--- src/design/rpat_defs.vh ---
// Constants for the receive packet aligner and time stamper.
`ifndef RPAT_DEFS_VH
`define RPAT_DEFS_VH
// ----------------------------------------------------------------------------
// Receive modes
// ----------------------------------------------------------------------------
`define RPAT_MODE_FIXED_188     2'h0
`define RPAT_MODE_FIXED_204     2'h1
`define RPAT_MODE_SIZE_ADAPTIVE 2'h2
`define RPAT_MODE_UNFRAMED      2'h3
// ----------------------------------------------------------------------------
// Packet constants
// ----------------------------------------------------------------------------
`define RPAT_SYNC_BYTE          8'h47
`define RPAT_LEN_188            8'hBC
`define RPAT_LEN_204            8'hCC
`define RPAT_STAMP_BYTES        3'h4
`define RPAT_REF_RESET          32'h0000_0000
`endif

--- src/design/rpat_skid_buf.v ---
// Two-entry buffer with valid and ready on both sides.
module rpat_skid_buf #(
    parameter WIDTH = 8
) (
    input  wire             core_clk_i,
    input  wire             rst_b_i,
    input  wire             flush_i,
    input  wire             in_valid_i,
    output wire             in_ready_o,
    input  wire [WIDTH-1:0] in_data_i,
    output wire             out_valid_o,
    input  wire             out_ready_i,
    output wire [WIDTH-1:0] out_data_o
);
    // ------------------------------------------------------------------------
    // Storage
    // ------------------------------------------------------------------------
    reg [WIDTH-1:0] mem_q [0:1];   // Two entries, addressed by pointer.
    reg             wr_ptr_q;      // Next entry to write.
    reg             rd_ptr_q;      // Next entry to read.
    reg [1:0]       count_q;       // Number of entries held.
    wire            push;
    wire            pop;

    assign in_ready_o  = (count_q != 2'h2);
    assign out_valid_o = (count_q != 2'h0);
    assign out_data_o  = mem_q[rd_ptr_q];
    assign push        = in_valid_i & in_ready_o;
    assign pop         = out_valid_o & out_ready_i;

    // Pointers and count; a flush empties the buffer at once.
    always @(posedge core_clk_i or negedge rst_b_i)
    begin
        if (!rst_b_i)
        begin
            wr_ptr_q <= 1'b0;
            rd_ptr_q <= 1'b0;
            count_q  <= 2'h0;
        end
        else if (flush_i)
        begin
            wr_ptr_q <= 1'b0;
            rd_ptr_q <= 1'b0;
            count_q  <= 2'h0;
        end
        else
        begin
            if (push)
                wr_ptr_q <= ~wr_ptr_q;
            if (pop)
                rd_ptr_q <= ~rd_ptr_q;
            count_q <= count_q + {1'b0, push} - {1'b0, pop};
        end
    end

    // Data entries need no reset; count guards their use.
    always @(posedge core_clk_i)
    begin
        if (push)
            mem_q[wr_ptr_q] <= in_data_i;
    end
endmodule // rpat_skid_buf

--- src/design/rpat_rx_align.v ---
// Receive packet aligner with arrival time stamping.
// ----------------------------------------------------------------------------
// Notes on behaviour
// - Sync bytes stored at multiple-of-four positions.
// - First byte marked by in_pkt_start_i after receive starts a packet.
// - Align in 188, 204, adaptive; not unframed.
// - Unframed mode passes bytes without packet boundaries.
// - Adaptive mode may lose alignment on change.
// - Mode change accepted while storing data.
// - Arriving packets discarded during channel reset.
// - Capture counter per packet, insert before it.
// - Live counter value readable by host.
// - Stamps only when enabled and framed mode.
// - Stamp little-endian at 0..3, sync at 4.
// - Data admitted only while receiving.
// - FIFO clear forces control state to idle.
// ----------------------------------------------------------------------------
`include "rpat_defs.vh"
module rpat_rx_align #(
    parameter STAMP_W = 32
) (
    input  wire               core_clk_i,
    input  wire               rst_b_i,
    input  wire               ref_tick_i,      // Reference clock rate, from a pin.
    input  wire [1:0]         rx_mode_i,
    input  wire               arrival_stamp_enable_i,
    input  wire               rx_start_i,      // Pulse: control state to receiving.
    input  wire               rx_stop_i,       // Pulse: control state to idle.
    input  wire               fifo_clear_i,    // Pulse: clear the receive FIFO.
    input  wire               chan_reset_i,    // Level: receive channel reset.
    input  wire               in_valid_i,      // Byte from the stream receiver.
    input  wire [7:0]         in_data_i,
    input  wire               in_pkt_start_i,  // Marks the sync byte of a packet.
    output wire               in_ready_o,
    output wire               out_valid_o,     // Byte toward the receive FIFO.
    output wire [7:0]         out_data_o,
    input  wire               out_ready_i,
    output wire               receiving_o,
    output reg  [STAMP_W-1:0] ref_count_o
);
    // ------------------------------------------------------------------------
    // State codes
    // ------------------------------------------------------------------------
    localparam [1:0] ST_HUNT  = 2'h0;  // Waiting for a packet start.
    localparam [1:0] ST_STAMP = 2'h1;  // Emitting the four stamp bytes.
    localparam [1:0] ST_DATA  = 2'h2;  // Passing packet bytes.
    localparam [1:0] ST_PAD   = 2'h3;  // Filling up to a word boundary.

    // ------------------------------------------------------------------------
    // Declarations
    // ------------------------------------------------------------------------
    reg  [1:0]          tick_sync_q;   // Two-stage synchroniser for the tick.
    reg                 tick_prev_q;   // Previous synchronised tick level.
    reg                 rcv_q;         // Control state: 1 receiving, 0 idle.
    reg  [1:0]          state_q;
    reg  [1:0]          state_d;
    reg  [1:0]          lane_q;        // Byte position within a 32-bit word.
    reg  [2:0]          stamp_idx_q;   // Stamp byte counter.
    reg  [STAMP_W-1:0]  stamp_q;       // Captured arrival time.
    reg  [7:0]          held_q;        // Sync byte held while the stamp goes out.
    wire                framed;
    wire                stamping;
    wire                flush;
    wire                tick_rise;
    reg                 buf_valid;
    reg  [7:0]          buf_data;
    reg                 take;          // Upstream byte is consumed.
    wire                buf_ready;
    wire                beat;

    assign framed      = (rx_mode_i != `RPAT_MODE_UNFRAMED);
    assign stamping    = arrival_stamp_enable_i & framed;
    assign flush       = chan_reset_i | fifo_clear_i;
    assign tick_rise   = tick_sync_q[1] & ~tick_prev_q;
    assign receiving_o = rcv_q;
    assign beat        = buf_valid & buf_ready;
    // Bytes are drained freely while idle or in reset, so they are discarded.
    assign in_ready_o  = ~rcv_q | chan_reset_i | (take & buf_ready);

    // ------------------------------------------------------------------------
    // Reference counter
    // ------------------------------------------------------------------------
    // The tick comes from another domain, so it passes two flops first.
    always @(posedge core_clk_i or negedge rst_b_i)
    begin
        if (!rst_b_i)
        begin
            tick_sync_q <= 2'h0;
            tick_prev_q <= 1'b0;
            ref_count_o <= `RPAT_REF_RESET;
        end
        else
        begin
            tick_sync_q <= {tick_sync_q[0], ref_tick_i};
            tick_prev_q <= tick_sync_q[1];
            // Natural overflow wraps to zero without any flag.
            if (tick_rise)
                ref_count_o <= ref_count_o + 1'b1;
        end
    end

    // ------------------------------------------------------------------------
    // Control state
    // ------------------------------------------------------------------------
    // Clear wins over start, so a clear always leaves the channel idle.
    always @(posedge core_clk_i or negedge rst_b_i)
    begin
        if (!rst_b_i)
            rcv_q <= 1'b0;
        else if (fifo_clear_i | rx_stop_i)
            rcv_q <= 1'b0;
        else if (rx_start_i)
            rcv_q <= 1'b1;
    end

    // ------------------------------------------------------------------------
    // Byte steering
    // ------------------------------------------------------------------------
    // Chooses which byte goes to the buffer and whether input is consumed.
    always @*
    begin
        buf_valid = 1'b0;
        buf_data  = in_data_i;
        take      = 1'b0;
        state_d   = state_q;
        case (state_q)
            ST_HUNT:
            begin
                if (rcv_q & ~chan_reset_i & in_valid_i)
                begin
                    if (!framed)
                    begin
                        buf_valid = 1'b1;
                        take      = 1'b1;
                    end
                    else if (in_pkt_start_i)
                    begin
                        // Sync byte waits for the stamp or goes out now.
                        if (stamping)
                        begin
                            // Move on only when the buffer has room, so the sync byte
                            // is consumed in the same cycle in which it is captured.
                            take = 1'b1;
                            if (buf_ready)
                                state_d = ST_STAMP;
                        end
                        else
                        begin
                            buf_valid = 1'b1;
                            take      = 1'b1;
                            state_d   = ST_DATA;
                        end
                    end
                    else
                        take = 1'b1;
                end
            end
            ST_STAMP:
            begin
                buf_valid = 1'b1;
                if (stamp_idx_q == `RPAT_STAMP_BYTES)
                begin
                    buf_data = held_q;
                    if (buf_ready)
                        state_d = ST_DATA;
                end
                else
                    buf_data = stamp_q[stamp_idx_q[1:0]*8 +: 8];
            end
            ST_DATA:
            begin
                if (in_valid_i & in_pkt_start_i & (lane_q != 2'h0))
                    state_d = ST_PAD;
                else if (in_valid_i & in_pkt_start_i & stamping)
                    state_d = ST_HUNT;
                else if (in_valid_i)
                begin
                    buf_valid = 1'b1;
                    take      = 1'b1;
                end
            end
            ST_PAD:
            begin
                // Short packets are padded with zeros up to a word boundary.
                buf_valid = 1'b1;
                buf_data  = 8'h00;
                if (buf_ready & (lane_q == 2'h3))
                    state_d = ST_HUNT;
            end
            default:
                state_d = ST_HUNT;
        endcase
        // Nothing enters the buffer once the channel is idle or in reset, even when
        // the sequencer has not yet fallen back to hunting.
        if (!rcv_q | flush)
        begin
            buf_valid = 1'b0;
            take      = 1'b0;
        end
    end

    // ------------------------------------------------------------------------
    // Sequencer registers
    // ------------------------------------------------------------------------
    // A mode change mid-stream is accepted as is; alignment may then slip.
    always @(posedge core_clk_i or negedge rst_b_i)
    begin
        if (!rst_b_i)
        begin
            state_q     <= ST_HUNT;
            lane_q      <= 2'h0;
            stamp_idx_q <= 3'h0;
            stamp_q     <= `RPAT_REF_RESET;
            held_q      <= 8'h00;
        end
        else if (flush | ~rcv_q)
        begin
            state_q     <= ST_HUNT;
            lane_q      <= 2'h0;
            stamp_idx_q <= 3'h0;
        end
        else
        begin
            state_q <= state_d;
            if (beat)
                lane_q <= lane_q + 2'h1;
            if ((state_q == ST_HUNT) & (state_d == ST_STAMP))
            begin
                stamp_q     <= ref_count_o;
                held_q      <= in_data_i;
                stamp_idx_q <= 3'h0;
            end
            else if ((state_q == ST_STAMP) & beat)
                stamp_idx_q <= stamp_idx_q + 3'h1;
        end
    end

    // ------------------------------------------------------------------------
    // Output buffer
    // ------------------------------------------------------------------------
    rpat_skid_buf #(
        .WIDTH       (8)
    ) u_buf (
        .core_clk_i  (core_clk_i),
        .rst_b_i     (rst_b_i),
        .flush_i     (flush),
        .in_valid_i  (buf_valid),
        .in_ready_o  (buf_ready),
        .in_data_i   (buf_data),
        .out_valid_o (out_valid_o),
        .out_ready_i (out_ready_i),
        .out_data_o  (out_data_o)
    );
endmodule // rpat_rx_align

--- config.mk ---
export PLATFORM = sky130hd
export DESIGN_NAME = rpat_rx_align
export DESIGN_NICKNAME = d
export VERILOG_FILES = /design/src/design/rpat_skid_buf.v /design/src/design/rpat_rx_align.v
export VERILOG_INCLUDE_DIRS = /design/src /design/src/design
export SDC_FILE = /design/constraint.sdc
export NUM_CORES = 1
export LEC_CHECK = 0
export BUFFER_PORTS_ARGS = -buffer_cell sky130_fd_sc_hd__buf_2
export CORE_MARGIN = 2
export CORE_UTILIZATION = 40
export DETAILED_ROUTE_END_ITERATION = 7
export MAX_ROUTING_LAYER = met4
export PLACE_DENSITY = 0.68
export SYNTH_ARGS = -nofsm -noshare
export SYNTH_HDL_FRONTEND = slang
export SYNTH_HIERARCHICAL = 1
export SYNTH_SLANG_ARGS = --single-unit
--- constraint.sdc ---
create_clock -name core_clk_i -period 4.7 [get_ports core_clk_i]
set_clock_uncertainty 0.2 [all_clocks]
set_input_delay 0.94 -clock core_clk_i [delete_from_list [all_inputs] [get_ports core_clk_i]]
set_output_delay 0.94 -clock core_clk_i [all_outputs]
set_load 0.005 [all_outputs]
# [Word level (Yosys, flattened, before mapping)]
# Memories as Yosys holds them, arrays and structs flattened.
# Cells that the tools add are included.
[op_classes] add_sub_neg=5 n_eq_ne=8 n_shift=1 mux=40 n_bitwise=25 n_reduce_logical=11
[op_table] op="$add 32x1->32 const B" count=1
[op_table] op="$shiftx 32x6->8" count=1
[op_table] op="$mux 2" count=14
[op_table] op="$mux 1" count=18
[op_table] op="$pmux 8 s2" count=1
[op_table] op="$and 1x1->1" count=13
[op_table] op="$reduce_bool 2->1" count=6
[op_table] op="$mux 3" count=3
[op_table] op="$mux 8" count=1
[op_table] op="$pmux 2 s4" count=1
[op_table] op="$eq 2x2->1 const B" count=3
[op_table] op="$not 1->1" count=6
[op_table] op="$or 1x1->1" count=6
[op_table] op="$eq 2x1->1 const B" count=2
[op_table] op="$ne 2x2->1 const B" count=2
[op_table] op="$add 3x1->3 const B" count=1
[op_table] op="$eq 3x3->1 const B" count=1
[op_table] op="$pmux 1 s3" count=1
[op_table] op="$reduce_bool 3->1" count=1
[op_table] op="$add 2x1->2" count=1
[op_table] op="$add 2x1->2 const B" count=1
[op_table] op="$logic_not 2->1" count=1
[op_table] op="$pmux 1 s2" count=1
[op_table] op="$reduce_and 2->1" count=1
[op_table] op="3 further kinds" count=3
[word_totals] reg_bits=87 mem_bits_rw=16 out_inout_bits=43 wordCells=103 n_memories=1
[mem_list] name="u_buf.mem_q" words=2 word_bits=8 rd=1 rd_ports_with_merged_regs=0 wr=1 line_no="rpat_skid_buf.v:18" source="reg [WIDTH-1:0] mem_q [0:1];"

# [Longest topological paths before layout]
[logic_depth] depth_word=13 depth_mapped=12 depth_no_buf=12

# [Cells and area by module]
# Netlist, hierarchy kept.
[by_module_without_submodules] module="rpat_rx_align" n_inst=1 cells_each=331 area_per_inst_um2=4033.9 seq_area_each_um2=2077.0
[by_module_without_submodules] module="rpat_skid_buf" n_inst=1 cells_each=48 area_per_inst_um2=829.5 seq_area_each_um2=580.6

# [Worst setup path after synthesis]
# OpenSTA, ideal clock, no wires.
[synth_timing] kind="input -> register" start="input port rx_mode_i[0]" end="register u_buf.count_q[1]" setup_ps=120 t_arrival_ps=2566 slack_ps=1814 cell_stages=10 path_buffers=0 cell_sequence="and2_1 -> o41ai_1 -> nor3_1 -> nand2_4 -> ha_1 -> inv_1 -> ha_1 -> xor2_1 -> and2_2 -> nor3_1"
[synth_between] elab_chain_cells=12 elab_cells_between_ends=15
[synth_rtl] element="from (decl)" line_no="rpat_rx_align.v:25" source="input wire [1:0] rx_mode_i,"
[synth_rtl] element="$ne 2x2->1 (no source line) (*)"
[synth_rtl] element="$and 1x1->1" line_no="rpat_rx_align.v:72" source="assign stamping = arrival_stamp_enable_i & framed;"
[synth_rtl] element="$mux 1" line_no="rpat_rx_align.v:139" source="if (stamping)"
[synth_rtl] element="$mux 1" line_no="rpat_rx_align.v:136" source="else if (in_pkt_start_i)"
[synth_rtl] element="$mux 1" line_no="rpat_rx_align.v:131" source="if (!framed)"
[synth_rtl] element="$mux 1" line_no="rpat_rx_align.v:129" source="if (rcv_q & ~chan_reset_i & in_valid_i)"
[synth_rtl] element="$pmux 1 s3 (*)" line_no="rpat_rx_align.v:126" source="case (state_q)"
[synth_rtl] element="$mux 1 (*)" line_no="rpat_rx_align.v:195" source="if (!rcv_q | flush)"
[synth_rtl] element="net buf_valid" line_no="rpat_rx_align.v:65" source="reg buf_valid;"
[synth_rtl] element="$and 1x1->1 (*)" line_no="rpat_skid_buf.v:28" source="assign push = in_valid_i & in_ready_o;"
[synth_rtl] element="$add 2x1->2 (*)" line_no="rpat_skid_buf.v:52" source="count_q <= count_q + {1'b0, push} - {1'b0, pop};"
[synth_rtl] element="$sub 2x1->2 (*)" line_no="rpat_skid_buf.v:52"
[synth_rtl] element="$mux 2 (*)" line_no="rpat_skid_buf.v:40" source="else if (flush_i)"
[synth_rtl] element="to (signal assigned)" line_no="rpat_skid_buf.v:52"
[synth_rtl] element="to (decl)" line_no="rpat_skid_buf.v:21" source="reg [1:0] count_q;"
# Mark *: on every way through the listed nets, which the timed path passes. The rest lies on a longest branch.
# A chain may end at the register's enable or synchronous reset.

# [Final worst setup path]
[layout_timing] start="input port arrival_stamp_enable_i" end="output port in_ready_o"
[layout_between] elab_chain_cells=8
[layout_rtl] element="from (decl)" line_no="rpat_rx_align.v:26" source="input wire arrival_stamp_enable_i,"
[layout_rtl] element="$and 1x1->1" line_no="rpat_rx_align.v:72"
[layout_rtl] element="$and 1x1->1" line_no="rpat_rx_align.v:174" source="else if (in_valid_i & in_pkt_start_i & stamping)"
[layout_rtl] element="$mux 1" line_no="rpat_rx_align.v:174"
[layout_rtl] element="$mux 1" line_no="rpat_rx_align.v:172" source="if (in_valid_i & in_pkt_start_i & (lane_q != 2'h0))"
[layout_rtl] element="$pmux 1 s2" line_no="rpat_rx_align.v:126"
[layout_rtl] element="$mux 1" line_no="rpat_rx_align.v:195"
[layout_rtl] element="$and 1x1->1" line_no="rpat_rx_align.v:78" source="assign in_ready_o = ~rcv_q | chan_reset_i | (take & buf_ready);"
[layout_rtl] element="$or 1x1->1" line_no="rpat_rx_align.v:78"
[layout_rtl] element="to (decl)" line_no="rpat_rx_align.v:34" source="output wire in_ready_o,"
# Every way passes these cells.

==> flow_metrics.env <==
export IMPL_status="complete, no violations"
export IMPL_start_util_pct=40.7
export IMPL_ys_seq_elements=103
export IMPL_dp_hpwl_um=7070
export IMPL_gp_congestion=0.855
export IMPL_synth_warnings=6
export IMPL_final_hold_viol_count=0
export IMPL_startpoint_type="input port"
export IMPL_worstMarginPinSlew_ns=0.922
export IMPL_cts_tree="done"
export IMPL_post_cts_buffers=0
export IMPL_cap_violations=0
export IMPL_grt_pass1_vias=3138
export IMPL_post_cts_resized=0
export IMPL_antenna_cells=0
export IMPL_final_nets=470
export IMPL_wl_per_cell_um=16.4
export IMPL_clkSinkCount=103
export IMPL_worstPathArrival_ns=1.80
export IMPL_power_leakage_nw=2.70
export IMPL_io_pins=64
export IMPL_die_w_um=114
export IMPL_critical_path_slowest_cell="o41ai_1"
export IMPL_cts_hold_buffers_added=0
export IMPL_final_layout_size_suffix_gt1_share_pct=34.7
export IMPL_clk_latency_ns=0.35
export IMPL_drc=0
export IMPL_syn_mean_instance_area_um2=12.8
export IMPL_timing_final_crit_share_pct=62.5
export IMPL_syn_num_nets=407
export IMPL_antenna_found_initial=0
export IMPL_synthesis_instances=379
export IMPL_ys_flop_type="dfrtp_1"
export IMPL_place_area_um2=5320
export IMPL_synth_async_reset_ratio_pct=84.5
export IMPL_grt_total_usage_pct=16.4
export IMPL_setup_viol=0
export IMPL_worstPathCellList="buf_2 -> a21bo_2 -> a21oi_1 -> o41ai_1 -> buf_2"
export IMPL_htreeDepth=3
export IMPL_routed_wl_um=9740
export IMPL_seq_area_frac_synth_pct=54.6
export IMPL_gr_max_usage_layer="met2"
export IMPL_ff2ff_path_depth=10
export IMPL_synth_edf_count=16
export IMPL_postRouteAntennaNets=0
export IMPL_multi_input_area_um2=2070
export IMPL_grt_pass1_wl_um=16300
export IMPL_grt_use_met1_pct=22.7
export IMPL_period_needed_ns=2.94
export IMPL_cts_made_buffers=9
export IMPL_crit_path_end_kind="output port"
export IMPL_slew_headroom_pct=37.9
export IMPL_cts_root_buffer="clkbuf_16"
export IMPL_die_h_um=114
export IMPL_numPortBuffers=63
export IMPL_cpPeakStageDelay_ns=0.30
export IMPL_dieArea_um2=13100
export IMPL_nFillCells=1086
export IMPL_grt_ovfl_total=0
export IMPL_grt_use_met3_pct=4.34
export IMPL_clk_path_buf_depth=2
export IMPL_crit_type="input port to output port"
export IMPL_synth_distinct_cells=55
export IMPL_design_area_um2=5630
export IMPL_hp_class="register to register"
export IMPL_use_met2_pct=24.7
export IMPL_drtIter0Drc=217
export IMPL_area_growth_pct=15.8
export IMPL_slew_violations=0
export IMPL_dr_pass1_iters=4
export IMPL_critPathRequiredTime_ns=3.56
export IMPL_cp_max_fo=3
export IMPL_via_count=3128
export IMPL_cpMostUsedCell="buf_2"
export IMPL_vdd_drop_max_uv=211
export IMPL_grt_max_degree=68
export IMPL_avgViaCountPerCell=5.27
export IMPL_timing_fmax_mhz=340
export IMPL_setup_tns_ns=0
export IMPL_grt_setup_unrepaired="no"
export IMPL_seqCellArea_um2=2660
export IMPL_num_rows=40
export IMPL_synth_area_um2=4860
export IMPL_power_density_nw_per_um2=327
export IMPL_cts_clk_slew_worst_paths_ns=0.07
export IMPL_core_area_um2=12000
export IMPL_holdPathStages=0
-- stage by stage --
| stage | util (%) | worst slack, ns | instances | hold slack (ns) | total power (W) |
|---|---|---|---|---|---|
| detailed placement | 44.5 | 1.49 | 578 | 0.137 | 0.00109 |
| global route | 47.1 | 1.69 | 594 | 0.170 | 0.00192 |
| finish | 47.1 | 1.76 | 594 | 0.153 | 0.00184 |
| floorplan | - | 1.81 | 379 | 0.131 | 0.00102 |
| CTS | 47.1 | 1.78 | 594 | 0.154 | 0.00187 |
| global placement | 44.5 | 1.57 | 578 | 0.137 | 0.00109 |
-- path summary, 6_finish.rpt --
| kind | start | endpoint | slack, ns |
|---|---|---|---|
| max | arrival_stamp_enable_i | in_ready_o | 1.76 |
| min | tick_sync_q[0]$_DFF_PN0_ | tick_sync_q[1]$_DFF_PN0_ | 0.15 |
| max reg2reg | state_q[0]$_DFF_PN0_ | u_buf/count_q[1]$_DFF_PN0_ | 1.84 |
| min reg2reg | tick_sync_q[0]$_DFF_PN0_ | tick_sync_q[1]$_DFF_PN0_ | 0.15 |
| max in group asynchronous | rst_b_i | held_q[4]$_DFFE_PN0P_ | 2.97 |
| min in group asynchronous | rst_b_i | receiving_o$_DFFE_PN0P_ | 0.48 |
-- layout by cell type (no fill, tap or decap), types with 3 or more instances in the layout --
cell / synthesis / routed
nand3_1: 10 / 10
ha_1: 7 / 7
nor2b_1: 7 / 7
edfxtp_1: 16 / 16
nand2b_1: 4 / 4
nor2_1: 13 / 13
o41ai_1: 3 / 3
or2_2: 4 / 4
nor3_1: 8 / 7
nand2_1: 21 / 21
and3_1: 6 / 6
inv_1: 17 / 17
mux4_2: 8 / 8
a21oi_1: 4 / 4
dfrtp_1: 87 / 87
nor3b_1: 3 / 3
o22ai_1: 8 / 8
mux2i_1: 9 / 9
buf_4: 0 / 4
nor4_1: 5 / 5
xor2_1: 16 / 16
mux2_2: 48 / 48
xnor2_1: 19 / 19
nand4_1: 9 / 9
buf_2: 6 / 62
clkbuf_16: 0 / 9
-- flip-flops by register name, summed over array words and instances, names as in the netlist, 2 cells and up --
register,flops
u_buf/count_q,2
stamp_q,32
held_q,8
stamp_idx_q,3
ref_count_o,32
u_buf/mem_q,16
lane_q,2
state_q,2
tick_sync_q,2
-- synth_stat cells (2+ instances only) --
library cell	n	area [um^2]
o22ai_1	8	50.1
buf_6	2	22.5
nor3b_1	3	22.5
clkbuf_1	4	15.0
o21ai_0	2	10.0
inv_1	17	63.8
a21oi_1	4	20.0
xor2_1	16	140
ha_1	7	87.6
and3_1	6	37.5
dfrtp_1	87	2180
nand2b_1	4	25.0
o31ai_1	2	15.0
or2_2	4	25.0
edfxtp_1	16	480
and4_1	2	17.5
mux4_2	8	180
nand4_1	9	56.3
buf_1	2	7.51
nor2b_1	7	43.8
xnor2_1	19	166
nor2_1	13	48.8
nor3b_2	2	25.0
mux2_2	48	541
o211ai_1	2	15.0
nor4_1	5	31.3
nand3_1	10	50.1
nor3_1	8	40.0
nand2_1	21	78.8
o41ai_1	3	26.3
buf_2	6	30.0
mux2i_1	9	90.1
-- cell type report --
type	count	share of cell area, %
clock buffers	11	4.49
clock inverters	5	1.11
inverters	17	1.13
multi-input cells	245	36.8
flip-flops and latches	103	47.2
well taps	147	3.27
repair buffers	66	6.04
-- critical path: cells and delay by family --
| family | cells | cell delay, ns |
|---|---|---|
| AOI/OAI and AO/OA | 3 | 0.58 |
| buffers and inverters | 2 | 0.28 |
-- where the power goes --
part | internal [W] | total, W | switching, W
clock network | 0.000446 | 0.000774 | 0.000328
registers | 0.000928 | 0.000967 | 0.0000390
logic | 0.0000479 | 0.000103 | 0.0000555
-- logic make-up (layout without fill, tap and decap cells) --
family / after synthesis / count (layout) / synth area share (%)
AND/OR/NAND/NOR: 107 / 107 / 12.9
flip-flops: 103 / 103 / 54.6
multiplexers: 66 / 66 / 17.0
XOR/XNOR: 35 / 35 / 6.30
buffers and inverters: 31 / 99 / 2.86
AO/OA/AOI/OAI: 30 / 30 / 4.53
adder cells (fa/ha/maj): 7 / 7 / 1.80
-- layer usage --
layer	vias to the layer above	part of all wire (%)
met3	7	5.4
li1	1488	-
met1	1546	47
met5	-	0
met2	87	47
met4	0	0.78
Power figures use the tool's default switching activity.
